--- src/i2cs_pkg.sv ---
package i2cs_pkg;

  // AXI4-Lite register byte addresses (one aligned 32-bit word each).
  localparam logic [7:0] ADDR_DATA    = 8'h00;
  localparam logic [7:0] ADDR_OWNADDR = 8'h04;
  localparam logic [7:0] ADDR_MODE    = 8'h08;
  localparam logic [7:0] ADDR_STATUS  = 8'h0c;
  localparam logic [7:0] ADDR_TIMEOUT = 8'h10;

  // Status/control register field positions.
  localparam int ST_BYTE_DONE   = 7;
  localparam int ST_ADDR_MATCH  = 6;
  localparam int ST_BUS_BUSY    = 5;
  localparam int ST_TX_SEL      = 4;
  localparam int ST_ACK_TO_SEND = 3;
  localparam int ST_MASTER_READ = 2;
  localparam int ST_WAKE_EN     = 1;
  localparam int ST_ACK_RX      = 0;
  localparam logic [7:0] STATUS_RESET  = 8'h81;
  localparam logic [7:0] STATUS_SW_MSK = 8'h1e;

  // Mode/enable register fields.
  localparam int MODE_EN_BIT = 1;
  localparam logic [7:0] MODE_RESET  = 8'he0;
  localparam logic [7:0] MODE_WR_MSK = 8'hef;

  // Time-out control register fields.
  localparam int TO_EN_BIT   = 7;
  localparam int TO_FLAG_BIT = 6;
  localparam logic [7:0] TO_RESET = 8'h00;

  // The sub clock divided by 32 sets the time-out tick.
  localparam int SUB_DIV = 32;

  localparam logic [1:0] AXI_OKAY   = 2'b00;
  localparam logic [1:0] AXI_SLVERR = 2'b10;

  typedef enum {
    PH_IDLE,
    PH_ADDR,
    PH_AACK,
    PH_RX,
    PH_RACK,
    PH_TX,
    PH_TACK,
    PH_WAIT
  } i2cs_phase_t;

  typedef struct packed {
    logic        awvalid;
    logic [7:0]  awaddr;
    logic        wvalid;
    logic [31:0] wdata;
    logic [3:0]  wstrb;
    logic        bready;
    logic        arvalid;
    logic [7:0]  araddr;
    logic        rready;
  } i2cs_axi_req_t;

  typedef struct packed {
    logic        awready;
    logic        wready;
    logic        bvalid;
    logic [1:0]  bresp;
    logic        arready;
    logic        rvalid;
    logic [31:0] rdata;
    logic [1:0]  rresp;
  } i2cs_axi_rsp_t;

endpackage : i2cs_pkg

--- src/i2cs_top.sv ---
`timescale 1ns/1ps
// Overview of operation
// - Start: data falls while clock high.
// - Start sets bus busy flag.
// - Compare seven address bits, interrupt on match.
// - Eighth bit stored as master-read flag.
// - Acknowledge low on ninth clock after match.
// - Address match sets address-match flag.
// - Hold clock low until data write/read.
// - Bytes are eight bits, MSB first.
// - Receiver sends ack-to-send bit on ninth clock.
// - Unacknowledged transmitter releases data, awaits stop.
// - Shift data register holds received/transmit bytes.
// - One interrupt: match, byte done, time-out.
// - Time-out counts after match, cleared by clock fall.
// - Time-out when count exceeds selected period.
// - Stop condition halts time-out counting.
// - Overflow stops counter, clears enable, sets flag.
// - Time-out resets bus logic and status register.
// - Time-out flag cleared only by software.
// - Period is field plus one time-out ticks (32 sub clocks each).
// - Stop clears bus busy flag.
// - Byte-done low in transfer, high at end.
module i2cs_top
  import i2cs_pkg::*;
#(
  parameter logic [7:0] OWN_ADDR_RESET = 8'h00 // Arbitrary neutral value.
) (
  input  wire logic          sys_clk_in,
  input  wire logic          sys_rst_in,
  input  wire i2cs_axi_req_t axi_req_in,
  output i2cs_axi_rsp_t      axi_rsp_out,
  input  wire logic          scl_in,
  input  wire logic          sda_in,
  input  wire logic          sub_clk_in,
  output logic               scl_oe_n_out,
  output logic               sda_oe_n_out,
  output logic               irq_out
);

  typedef struct packed {
    logic [2:0]    scl_s;
    logic [2:0]    sda_s;
    logic [2:0]    sub_s;
    logic          scl;
    logic          sda;
    logic          sub;
    logic [4:0]    sub_cnt;
    logic [6:0]    to_cnt;
    logic          to_run;
    i2cs_phase_t   phase;
    logic [3:0]    bitn;
    logic [7:0]    shift;
    logic          hold;
    logic          sda_low;
    logic [7:0]    data;
    logic [7:0]    own;
    logic [7:0]    mode;
    logic [7:0]    status;
    logic [7:0]    tocr;
    logic          irq;
    logic          aw_got;
    logic [7:0]    aw_addr;
    logic          w_got;
    logic [31:0]   w_data;
    logic [3:0]    w_strb;
    i2cs_axi_rsp_t rsp;
  } i2cs_state_t;

  i2cs_state_t s_q;
  i2cs_state_t s_d;

  // The tick divider counts in five bits, so the divide ratio must fit them.
  if (SUB_DIV < 2 || SUB_DIV > 32) begin : g_div_chk
    $error("sub clock divide ratio out of range");
  end

  function automatic logic [7:0] reg_read(input logic [7:0] a, input i2cs_state_t s, output logic ok);
    ok = 1'b1;
    unique case (a)
      ADDR_DATA:    reg_read = s.data;
      ADDR_OWNADDR: reg_read = s.own;
      ADDR_MODE:    reg_read = s.mode;
      ADDR_STATUS:  reg_read = s.status;
      ADDR_TIMEOUT: reg_read = s.tocr;
      default: begin
        reg_read = 8'h00;
        ok       = 1'b0;
      end
    endcase
  endfunction : reg_read

  logic       scl_rise;
  logic       scl_fall;
  logic       start_det;
  logic       stop_det;
  logic       sub_tick;
  logic       enabled;
  logic       wr_fire;
  logic       rd_fire;
  logic       rd_ok;
  logic [7:0] rd_val;
  logic       timeout;

  always_comb begin
    s_d      = s_q;
    rd_ok    = 1'b0;
    rd_val   = 8'h00;
    enabled  = s_q.mode[MODE_EN_BIT];
    // A change counts only once the second and third stages agree.
    s_d.scl_s = {s_q.scl_s[1:0], scl_in};
    s_d.sda_s = {s_q.sda_s[1:0], sda_in};
    s_d.sub_s = {s_q.sub_s[1:0], sub_clk_in};
    if (s_q.scl_s[2] == s_q.scl_s[1]) begin
      s_d.scl = s_q.scl_s[2];
    end
    if (s_q.sda_s[2] == s_q.sda_s[1]) begin
      s_d.sda = s_q.sda_s[2];
    end
    if (s_q.sub_s[2] == s_q.sub_s[1]) begin
      s_d.sub = s_q.sub_s[2];
    end
    scl_rise  = s_d.scl && !s_q.scl;
    scl_fall  = !s_d.scl && s_q.scl;
    start_det = s_q.scl && s_d.scl && s_q.sda && !s_d.sda;
    stop_det  = s_q.scl && s_d.scl && !s_q.sda && s_d.sda;
    // Divide the sub clock by 32 into a one-cycle tick.
    // The divider restarts on every clock fall, so a stale divider phase
    // can never cut the first period short.
    sub_tick = 1'b0;
    if (!s_q.to_run || scl_fall) begin
      s_d.sub_cnt = 5'd0;
    end else if (s_d.sub && !s_q.sub) begin
      if (s_q.sub_cnt == 5'(SUB_DIV - 1)) begin
        s_d.sub_cnt = 5'd0;
        sub_tick    = 1'b1;
      end else begin
        s_d.sub_cnt = s_q.sub_cnt + 5'd1;
      end
    end
    s_d.irq = 1'b0;

    // Bus protocol engine.
    if (!enabled) begin
      s_d.phase   = PH_IDLE;
      s_d.hold    = 1'b0;
      s_d.sda_low = 1'b0;
    end else if (start_det) begin
      s_d.status[ST_BUS_BUSY] = 1'b1;
      s_d.status[ST_ADDR_MATCH] = 1'b0;
      s_d.phase   = PH_ADDR;
      s_d.bitn    = 4'd0;
      s_d.sda_low = 1'b0;
      s_d.hold    = 1'b0;
      s_d.to_run  = 1'b0;
    end else if (stop_det) begin
      s_d.status[ST_BUS_BUSY] = 1'b0;
      s_d.phase   = PH_IDLE;
      s_d.sda_low = 1'b0;
      s_d.hold    = 1'b0;
      s_d.to_run  = 1'b0;
    end else begin
      if (scl_rise) begin
        unique case (s_q.phase)
          PH_ADDR, PH_RX: begin
            s_d.shift = {s_q.shift[6:0], s_q.sda};
            s_d.bitn  = s_q.bitn + 4'd1;
            if (s_q.phase == PH_RX) begin
              s_d.status[ST_BYTE_DONE] = 1'b0;
            end
          end
          PH_TX: begin
            s_d.bitn = s_q.bitn + 4'd1;
            s_d.status[ST_BYTE_DONE] = 1'b0;
          end
          PH_TACK: s_d.status[ST_ACK_RX] = s_q.sda;
          default: ;
        endcase
      end
      if (scl_fall) begin
        unique case (s_q.phase)
          PH_ADDR: begin
            if (s_q.bitn == 4'd8) begin
              if (s_q.shift[7:1] == s_q.own[7:1]) begin
                s_d.status[ST_ADDR_MATCH]  = 1'b1;
                s_d.status[ST_MASTER_READ] = s_q.shift[0];
                s_d.sda_low = 1'b1;
                s_d.phase   = PH_AACK;
                s_d.irq     = 1'b1;
                s_d.to_run  = s_q.tocr[TO_EN_BIT];
              end else begin
                // No acknowledge; the master must end with a stop.
                s_d.phase = PH_WAIT;
              end
            end
          end
          PH_AACK, PH_RACK: begin
            s_d.sda_low = 1'b0;
            s_d.hold    = 1'b1;
            s_d.bitn    = 4'd0;
            // Direction is chosen at release, after software has set it.
            s_d.phase   = PH_WAIT;
          end
          PH_RX: begin
            if (s_q.bitn == 4'd8) begin
              s_d.data    = s_q.shift;
              s_d.status[ST_BYTE_DONE] = 1'b1;
              s_d.irq     = 1'b1;
              s_d.sda_low = !s_q.status[ST_ACK_TO_SEND];
              s_d.phase   = PH_RACK;
            end
          end
          PH_TX: begin
            if (s_q.bitn == 4'd8) begin
              s_d.sda_low = 1'b0;
              s_d.phase   = PH_TACK;
            end else begin
              s_d.sda_low = !s_q.shift[7];
              s_d.shift   = {s_q.shift[6:0], 1'b0};
            end
          end
          PH_TACK: begin
            s_d.status[ST_BYTE_DONE] = 1'b1;
            s_d.irq = 1'b1;
            if (s_q.status[ST_ACK_RX]) begin
              s_d.phase = PH_WAIT;
            end else begin
              s_d.hold  = 1'b1;
              s_d.bitn  = 4'd0;
              s_d.phase = PH_WAIT;
            end
          end
          default: ;
        endcase
      end
    end

    // Time-out counter; any clock fall restarts the period.
    timeout = 1'b0;
    if (s_q.to_run) begin
      if (scl_fall) begin
        s_d.to_cnt = 7'd0;
      end else if (sub_tick) begin
        s_d.to_cnt = s_q.to_cnt + 7'd1;
        if (s_q.to_cnt >= {1'b0, s_q.tocr[5:0]}) begin
          timeout = 1'b1;
        end
      end
    end else begin
      s_d.to_cnt = 7'd0;
    end

    // AXI4-Lite slave: address and data may arrive in either order.
    s_d.rsp.awready = 1'b0;
    s_d.rsp.wready  = 1'b0;
    s_d.rsp.arready = 1'b0;
    if (axi_req_in.awvalid && !s_q.aw_got && !s_q.rsp.awready) begin
      s_d.rsp.awready = 1'b1;
      s_d.aw_got  = 1'b1;
      s_d.aw_addr = axi_req_in.awaddr;
    end
    if (axi_req_in.wvalid && !s_q.w_got && !s_q.rsp.wready) begin
      s_d.rsp.wready = 1'b1;
      s_d.w_got  = 1'b1;
      s_d.w_data = axi_req_in.wdata;
      s_d.w_strb = axi_req_in.wstrb;
    end
    wr_fire = s_q.aw_got && s_q.w_got && !s_q.rsp.bvalid;
    if (s_q.rsp.bvalid && axi_req_in.bready) begin
      s_d.rsp.bvalid = 1'b0;
    end
    if (wr_fire) begin
      s_d.aw_got     = 1'b0;
      s_d.w_got      = 1'b0;
      s_d.rsp.bvalid = 1'b1;
      rd_val = reg_read(s_q.aw_addr, s_q, rd_ok);
      s_d.rsp.bresp = rd_ok ? AXI_OKAY : AXI_SLVERR;
      if (s_q.w_strb[0]) begin
        unique case (s_q.aw_addr)
          ADDR_DATA: begin
            s_d.data  = s_q.w_data[7:0];
            s_d.shift = s_q.w_data[7:0];
            // The first bit goes on the data line in the same cycle that the clock is let go.
            if (s_q.hold) begin
              s_d.hold = 1'b0;
              s_d.bitn = 4'd0;
              if (s_q.status[ST_TX_SEL]) begin
                s_d.phase   = PH_TX;
                s_d.sda_low = !s_q.w_data[7];
                s_d.shift   = {s_q.w_data[6:0], 1'b0};
              end else begin
                s_d.phase = PH_RX;
              end
            end
          end
          ADDR_OWNADDR: s_d.own = s_q.w_data[7:0];
          ADDR_MODE: begin
            s_d.mode = s_q.w_data[7:0] & MODE_WR_MSK;
            if (s_q.w_data[MODE_EN_BIT] && !s_q.mode[MODE_EN_BIT]) begin
              s_d.status = (s_q.status & STATUS_SW_MSK) | (STATUS_RESET & ~STATUS_SW_MSK);
            end
          end
          ADDR_STATUS: s_d.status = (s_d.status & ~STATUS_SW_MSK) | (s_q.w_data[7:0] & STATUS_SW_MSK);
          ADDR_TIMEOUT: begin
            s_d.tocr[5:0]       = s_q.w_data[5:0];
            s_d.tocr[TO_EN_BIT] = s_q.w_data[TO_EN_BIT];
            // Software may clear the flag but never set it.
            s_d.tocr[TO_FLAG_BIT] = s_q.tocr[TO_FLAG_BIT] & s_q.w_data[TO_FLAG_BIT];
          end
          default: ;
        endcase
      end
    end
    rd_fire = axi_req_in.arvalid && !s_q.rsp.rvalid && !s_q.rsp.arready;
    if (s_q.rsp.rvalid && axi_req_in.rready) begin
      s_d.rsp.rvalid = 1'b0;
    end
    if (rd_fire) begin
      s_d.rsp.arready = 1'b1;
      s_d.rsp.rvalid  = 1'b1;
      rd_val = reg_read(axi_req_in.araddr, s_q, rd_ok);
      s_d.rsp.rdata = {24'h000000, rd_val};
      s_d.rsp.rresp = rd_ok ? AXI_OKAY : AXI_SLVERR;
      // A dummy read only frees a receiver that is being held.
      if (axi_req_in.araddr == ADDR_DATA && !s_q.status[ST_TX_SEL] && s_q.hold) begin
        s_d.hold  = 1'b0;
        s_d.bitn  = 4'd0;
        s_d.phase = PH_RX;
      end
    end

    // Time-out has the last word so it wins over a same-cycle write.
    if (timeout) begin
      s_d.to_run  = 1'b0;
      s_d.tocr[TO_EN_BIT]   = 1'b0;
      s_d.tocr[TO_FLAG_BIT] = 1'b1;
      s_d.irq     = 1'b1;
      s_d.status  = STATUS_RESET;
      s_d.phase   = PH_IDLE;
      s_d.hold    = 1'b0;
      s_d.sda_low = 1'b0;
      s_d.to_cnt  = 7'd0;
    end
  end

  always_ff @(posedge sys_clk_in) begin
    if (sys_rst_in) begin
      s_q        <= '0;
      s_q.scl_s  <= 3'b111;
      s_q.sda_s  <= 3'b111;
      s_q.scl    <= 1'b1;
      s_q.sda    <= 1'b1;
      s_q.phase  <= PH_IDLE;
      s_q.own    <= OWN_ADDR_RESET;
      s_q.mode   <= MODE_RESET;
      s_q.status <= STATUS_RESET;
      s_q.tocr   <= TO_RESET;
    end else begin
      s_q <= s_d;
    end
  end

  // The slave only ever pulls lines low, so it cannot form a start.
  assign axi_rsp_out  = s_q.rsp;
  assign scl_oe_n_out = !s_q.hold;
  assign sda_oe_n_out = !s_q.sda_low;
  assign irq_out      = s_q.irq;

endmodule : i2cs_top

--- config.mk ---
export PLATFORM = sky130hd
export DESIGN_NAME = i2cs_top
export DESIGN_NICKNAME = d
export VERILOG_FILES = /design/src/i2cs_pkg.sv /design/src/i2cs_top.sv
export SDC_FILE = /design/constraint.sdc
export NUM_CORES = 1
export LEC_CHECK = 0
export ABC_AREA = 0
export ABC_CLOCK_PERIOD_IN_PS = 5900
export BUFFER_PORTS_ARGS = -buffer_cell sky130_fd_sc_hd__buf_4
export CAP_MARGIN = 20
export CORE_MARGIN = 2
export CORE_UTILIZATION = 37
export CTS_BUF_LIST = sky130_fd_sc_hd__clkbuf_8
export DETAILED_ROUTE_END_ITERATION = 6
export HOLD_SLACK_MARGIN = 0.08
export SYNTH_ARGS = -nofsm -noshare
export SYNTH_HDL_FRONTEND = slang
export SYNTH_SLANG_ARGS = --single-unit
--- constraint.sdc ---
create_clock -name sys_clk_in -period 5.9 [get_ports sys_clk_in]
set_input_delay 0.885 -clock sys_clk_in [delete_from_list [all_inputs] [get_ports sys_clk_in]]
set_output_delay 0.885 -clock sys_clk_in [all_outputs]
set_load 0.05 [all_outputs]
==> results.md <==
- WP data arrival: 3.19 ns
- First-pass GRT wire length: ~26 mm
- 1st-iter DRT viols: roughly 380
- Cell Pwr Density: about 260 mW/mm^2
- P_leak: between 2 and 3 nW
- Worst Hold Depth: 1
- Grt peak-use layer: met2
- Leading area contributor after synthesis: dfxtp_1
- Initial antenna violation count: 0
- Seq pwr share: 51.0%
- Placer Congestion: between 0.9 and 1
- Reg2reg path depth: 5
- Congestion Overflow GR: 0
- Top cells by area, synth: dfxtp_1 41%, mux2i_1 8.7%, nor2_1 5.0%, buf_4 4.4%, a211oi_1 3.8%
- Worst vdd ir: 0.000127 V
- HPWL after DPL: ~12 mm
- Worst Hold Class: register to register
- Synth Flop Type: dfxtp_1
- Post-synthesis cell type count: 66
- Met2 GRT Util: 24.8%
- Core footprint: around 0.019 sq mm
- # port buffers: 52
- Maximum buffer depth of the clock tree: 2
- H-tree Lvls: 4
- Hold-fix buffer count after cts: 0
- Largest net degree at the start of global routing: between 70 and 80
- Crit path launch type: primary input
- Clock latency on the worst-skew pair: roughly 0.45 ns
- Die Wd: 142 microns
- I/O pin cnt: between 100 and 150
- Post CTS Setup Buffer Count: 0
- Worst Setup End Kind: register
- Synth top area share: between 40% and 50%
- Comb pwr share: under 10%
- CTS tree: built
- Die H: 142 microns
- Worst r2r src: axi_rsp_out[34]$_SDFFE_PP0P_
- Worst Hold End: s_d[195]$_SDFF_PP1_
- ANT nets after route: 0
- Met3 usage: 3.58%
- Synth Instances: 785
- Commonest cells post-synth: 145 x dfxtp_1, 94 x nor2_1, 61 x mux2i_1, 51 x inv_1, 48 x nor3_1
- Worst rel slew slack: about a third
- Hold WS: 0.414 ns
- Setup CP Type: primary input to register
- Vias: ~5,400
- Max Slew Vio Count: 0
- Status: completed
- Max Fanout on Critical Path: 30
- Clock share of power: between 40% and 50%
- Most common cell in the netlist: dfxtp_1
- Nets@finish: 874
- Setup violators final: 0
- Critical Path RT: 6.19 ns
- Post-route DRC: 0
- Synthesized flop and latch total: 145
- Critical R2R Capture: s_q[145]$_SDFF_PP0_
- Met1 Track Usage GR: a little under a quarter
- Die ar.: between 0.02 and 0.025 sq mm
- Tot GR Track Use: 16.6%
- Switching power: between 500 and 600 uW
- Final setup TNS: 0 ns
- Worst-Margin Slew: around 1 ns
- Mean Syn Cell Area: 8.93 sq um
- Final hold vios: 0
- Clock sink count: around 150
- Tmin final: between 2 and 3 ns
- Vias in the first global route: just under 5,000
- Worst Skew: around 0.014 ns
- ANT cells: 0
- FP Rows: 50
- Post-synth EDFFs: 0
- Yosys warns: 0
- Vias per inst: 5.17
- Final cycle utilization of the critical path: 49.2%
- Internal: ~1.5 mW
- Drt wl/cell: between 15 and 20 microns
- Final wirelength: 16.5 mm
- Share of cells above drive strength 1: between 10 and 15%
- RSZ-0062 raised after global routing: false
- Mapped cell area: between 0.007 and 0.008 sq mm
- Sequential-to-total area share from yosys stat: around two fifths
- Achievable frequency: between 300 and 400 MHz
- Post-CTS resize count: 0
- Total CTS buffers: 17
- MaxCap Viol Count: 0
- Synth-to-layout area growth: 10.8%
- DR pass1 iterations: 5
- Ys async rst share: 0%
- Internal reg-to-reg setup slack: 3.14 ns
- Sw frac: 26.4%
- Worst-path clk slew: about 0.080 ns
- Root Buffer: clkbuf_8
- Min-delay src: s_d[194]$_SDFF_PP1_
- Initial core utilization: approximately 38%
-- cell type report --
type                            count  area, sq um
Clock buffer                       21          289
Clock inverter                     11          128
Fill cell                        1914        10900
Inverter                           51          191
Multi-Input combinational cell    532         3550
Sequential cell                   145         2900
Tap cell                          234          293
Timing Repair Buffer               54          405
-- routing by layer --
layer	share of wire [%]	vias to the layer above	wire, microns
met4	1.5	0	250
met1	49	2488	8020
met5	0	-	0
li1	-	2757	-
met3	6.1	15	1010
met2	44	159	7210
-- cell usage in the layout, fill, tap and decap left out, types with 6 or more instances in the layout --
| cell type | Yosys | layout |
|---|---|---|
| buf_4 | 41 | 54 |
| ha_1 | 11 | 11 |
| nand2_1 | 28 | 28 |
| nor4_4 | 7 | 7 |
| inv_1 | 51 | 53 |
| nor4_1 | 10 | 10 |
| nor3_1 | 48 | 48 |
| a21oi_1 | 26 | 26 |
| o21ai_0 | 18 | 18 |
| nor2_1 | 94 | 94 |
| mux2_2 | 8 | 8 |
| a221oi_1 | 9 | 9 |
| dfxtp_1 | 145 | 145 |
| and2_1 | 6 | 6 |
| nand3_1 | 12 | 12 |
| a22oi_1 | 7 | 7 |
| nand4_1 | 12 | 12 |
| and3_1 | 9 | 9 |
| nor2b_1 | 6 | 6 |
| or2_2 | 9 | 9 |
| clkbuf_8 | 0 | 21 |
| a31oi_1 | 9 | 9 |
| a211oi_1 | 35 | 35 |
| nand3b_1 | 6 | 6 |
| mux2i_1 | 61 | 61 |
| xnor2_1 | 14 | 14 |
| conb_1 | 1 | 26 |
-- per-stage QoR --
step | cells | area (sq um) | setup WS, ns | total power, mW | utilization [%]
2_1_floorplan | 810 | 7100 | 3.52 | 1.19 | -
5_1_grt | 1048 | 7760 | 2.76 | 2.09 | 41.6
3_3_place_gp | 1016 | 7350 | 2.54 | 1.22 | 39.4
4_1_cts | 1048 | 7760 | 3.00 | 2.03 | 41.6
3_5_place_dp | 1016 | 7350 | 2.53 | 1.22 | 39.4
6_report | 1048 | 7760 | 3.00 | 2.01 | 41.6
-- flip-flops by register name (all words and copies together), names as in the netlist --
name / flops
s_d: 6
enabled: 1
axi_rsp_out: 15
s_q: 122
irq_out: 1
-- kinds of logic (layout without fill, tap and decap cells) --
family	after synthesis	after routing	synth area share, %
simple gates	283	283	22.7
compound gates	128	128	12.6
mux	69	69	10.0
flops	145	145	41.4
buf+inv	133	137	9.38
other cells	1	26	0.0535
fa+ha+maj	11	11	1.96
xor+xnor	15	15	1.88
-- worst max-delay path by stage --
stage	to	slack (ns)	from	depth (start not counted)
2_1_floorplan	s_q[129]$_SDFF_PP0_	3.52	axi_req_in[9]	6
3_3_place_gp	s_q[129]$_SDFF_PP0_	2.54	axi_req_in[9]	6
3_5_place_dp	s_q[167]$_SDFF_PP0_	2.53	axi_req_in[9]	6
4_1_cts	s_q[167]$_SDFF_PP0_	3.00	axi_req_in[9]	6
5_1_grt	s_q[145]$_SDFF_PP0_	2.76	axi_req_in[9]	6
6_report	s_q[145]$_SDFF_PP0_	3.00	axi_req_in[9]	6
-- power by group through the flow --
stage / clock [mW] / combinational [mW] / sequential, mW
final: 0.810 / 0.173 / 1.02
after global routing: 0.876 / 0.185 / 1.03
after CTS: 0.830 / 0.173 / 1.02
after detailed placement: 0 / 0.173 / 1.05
after global placement: 0 / 0.172 / 1.05
after floorplan: 0 / 0.155 / 1.03
-- critical path, cell delays in order --
cell,delay (ns)
buf_4,0.08
nor3b_2,0.79
and3_1,0.44
a32oi_1,0.12
nand2_1,0.76
nor3_1,0.10
No activity file was read; power rests on OpenSTA's default activity.
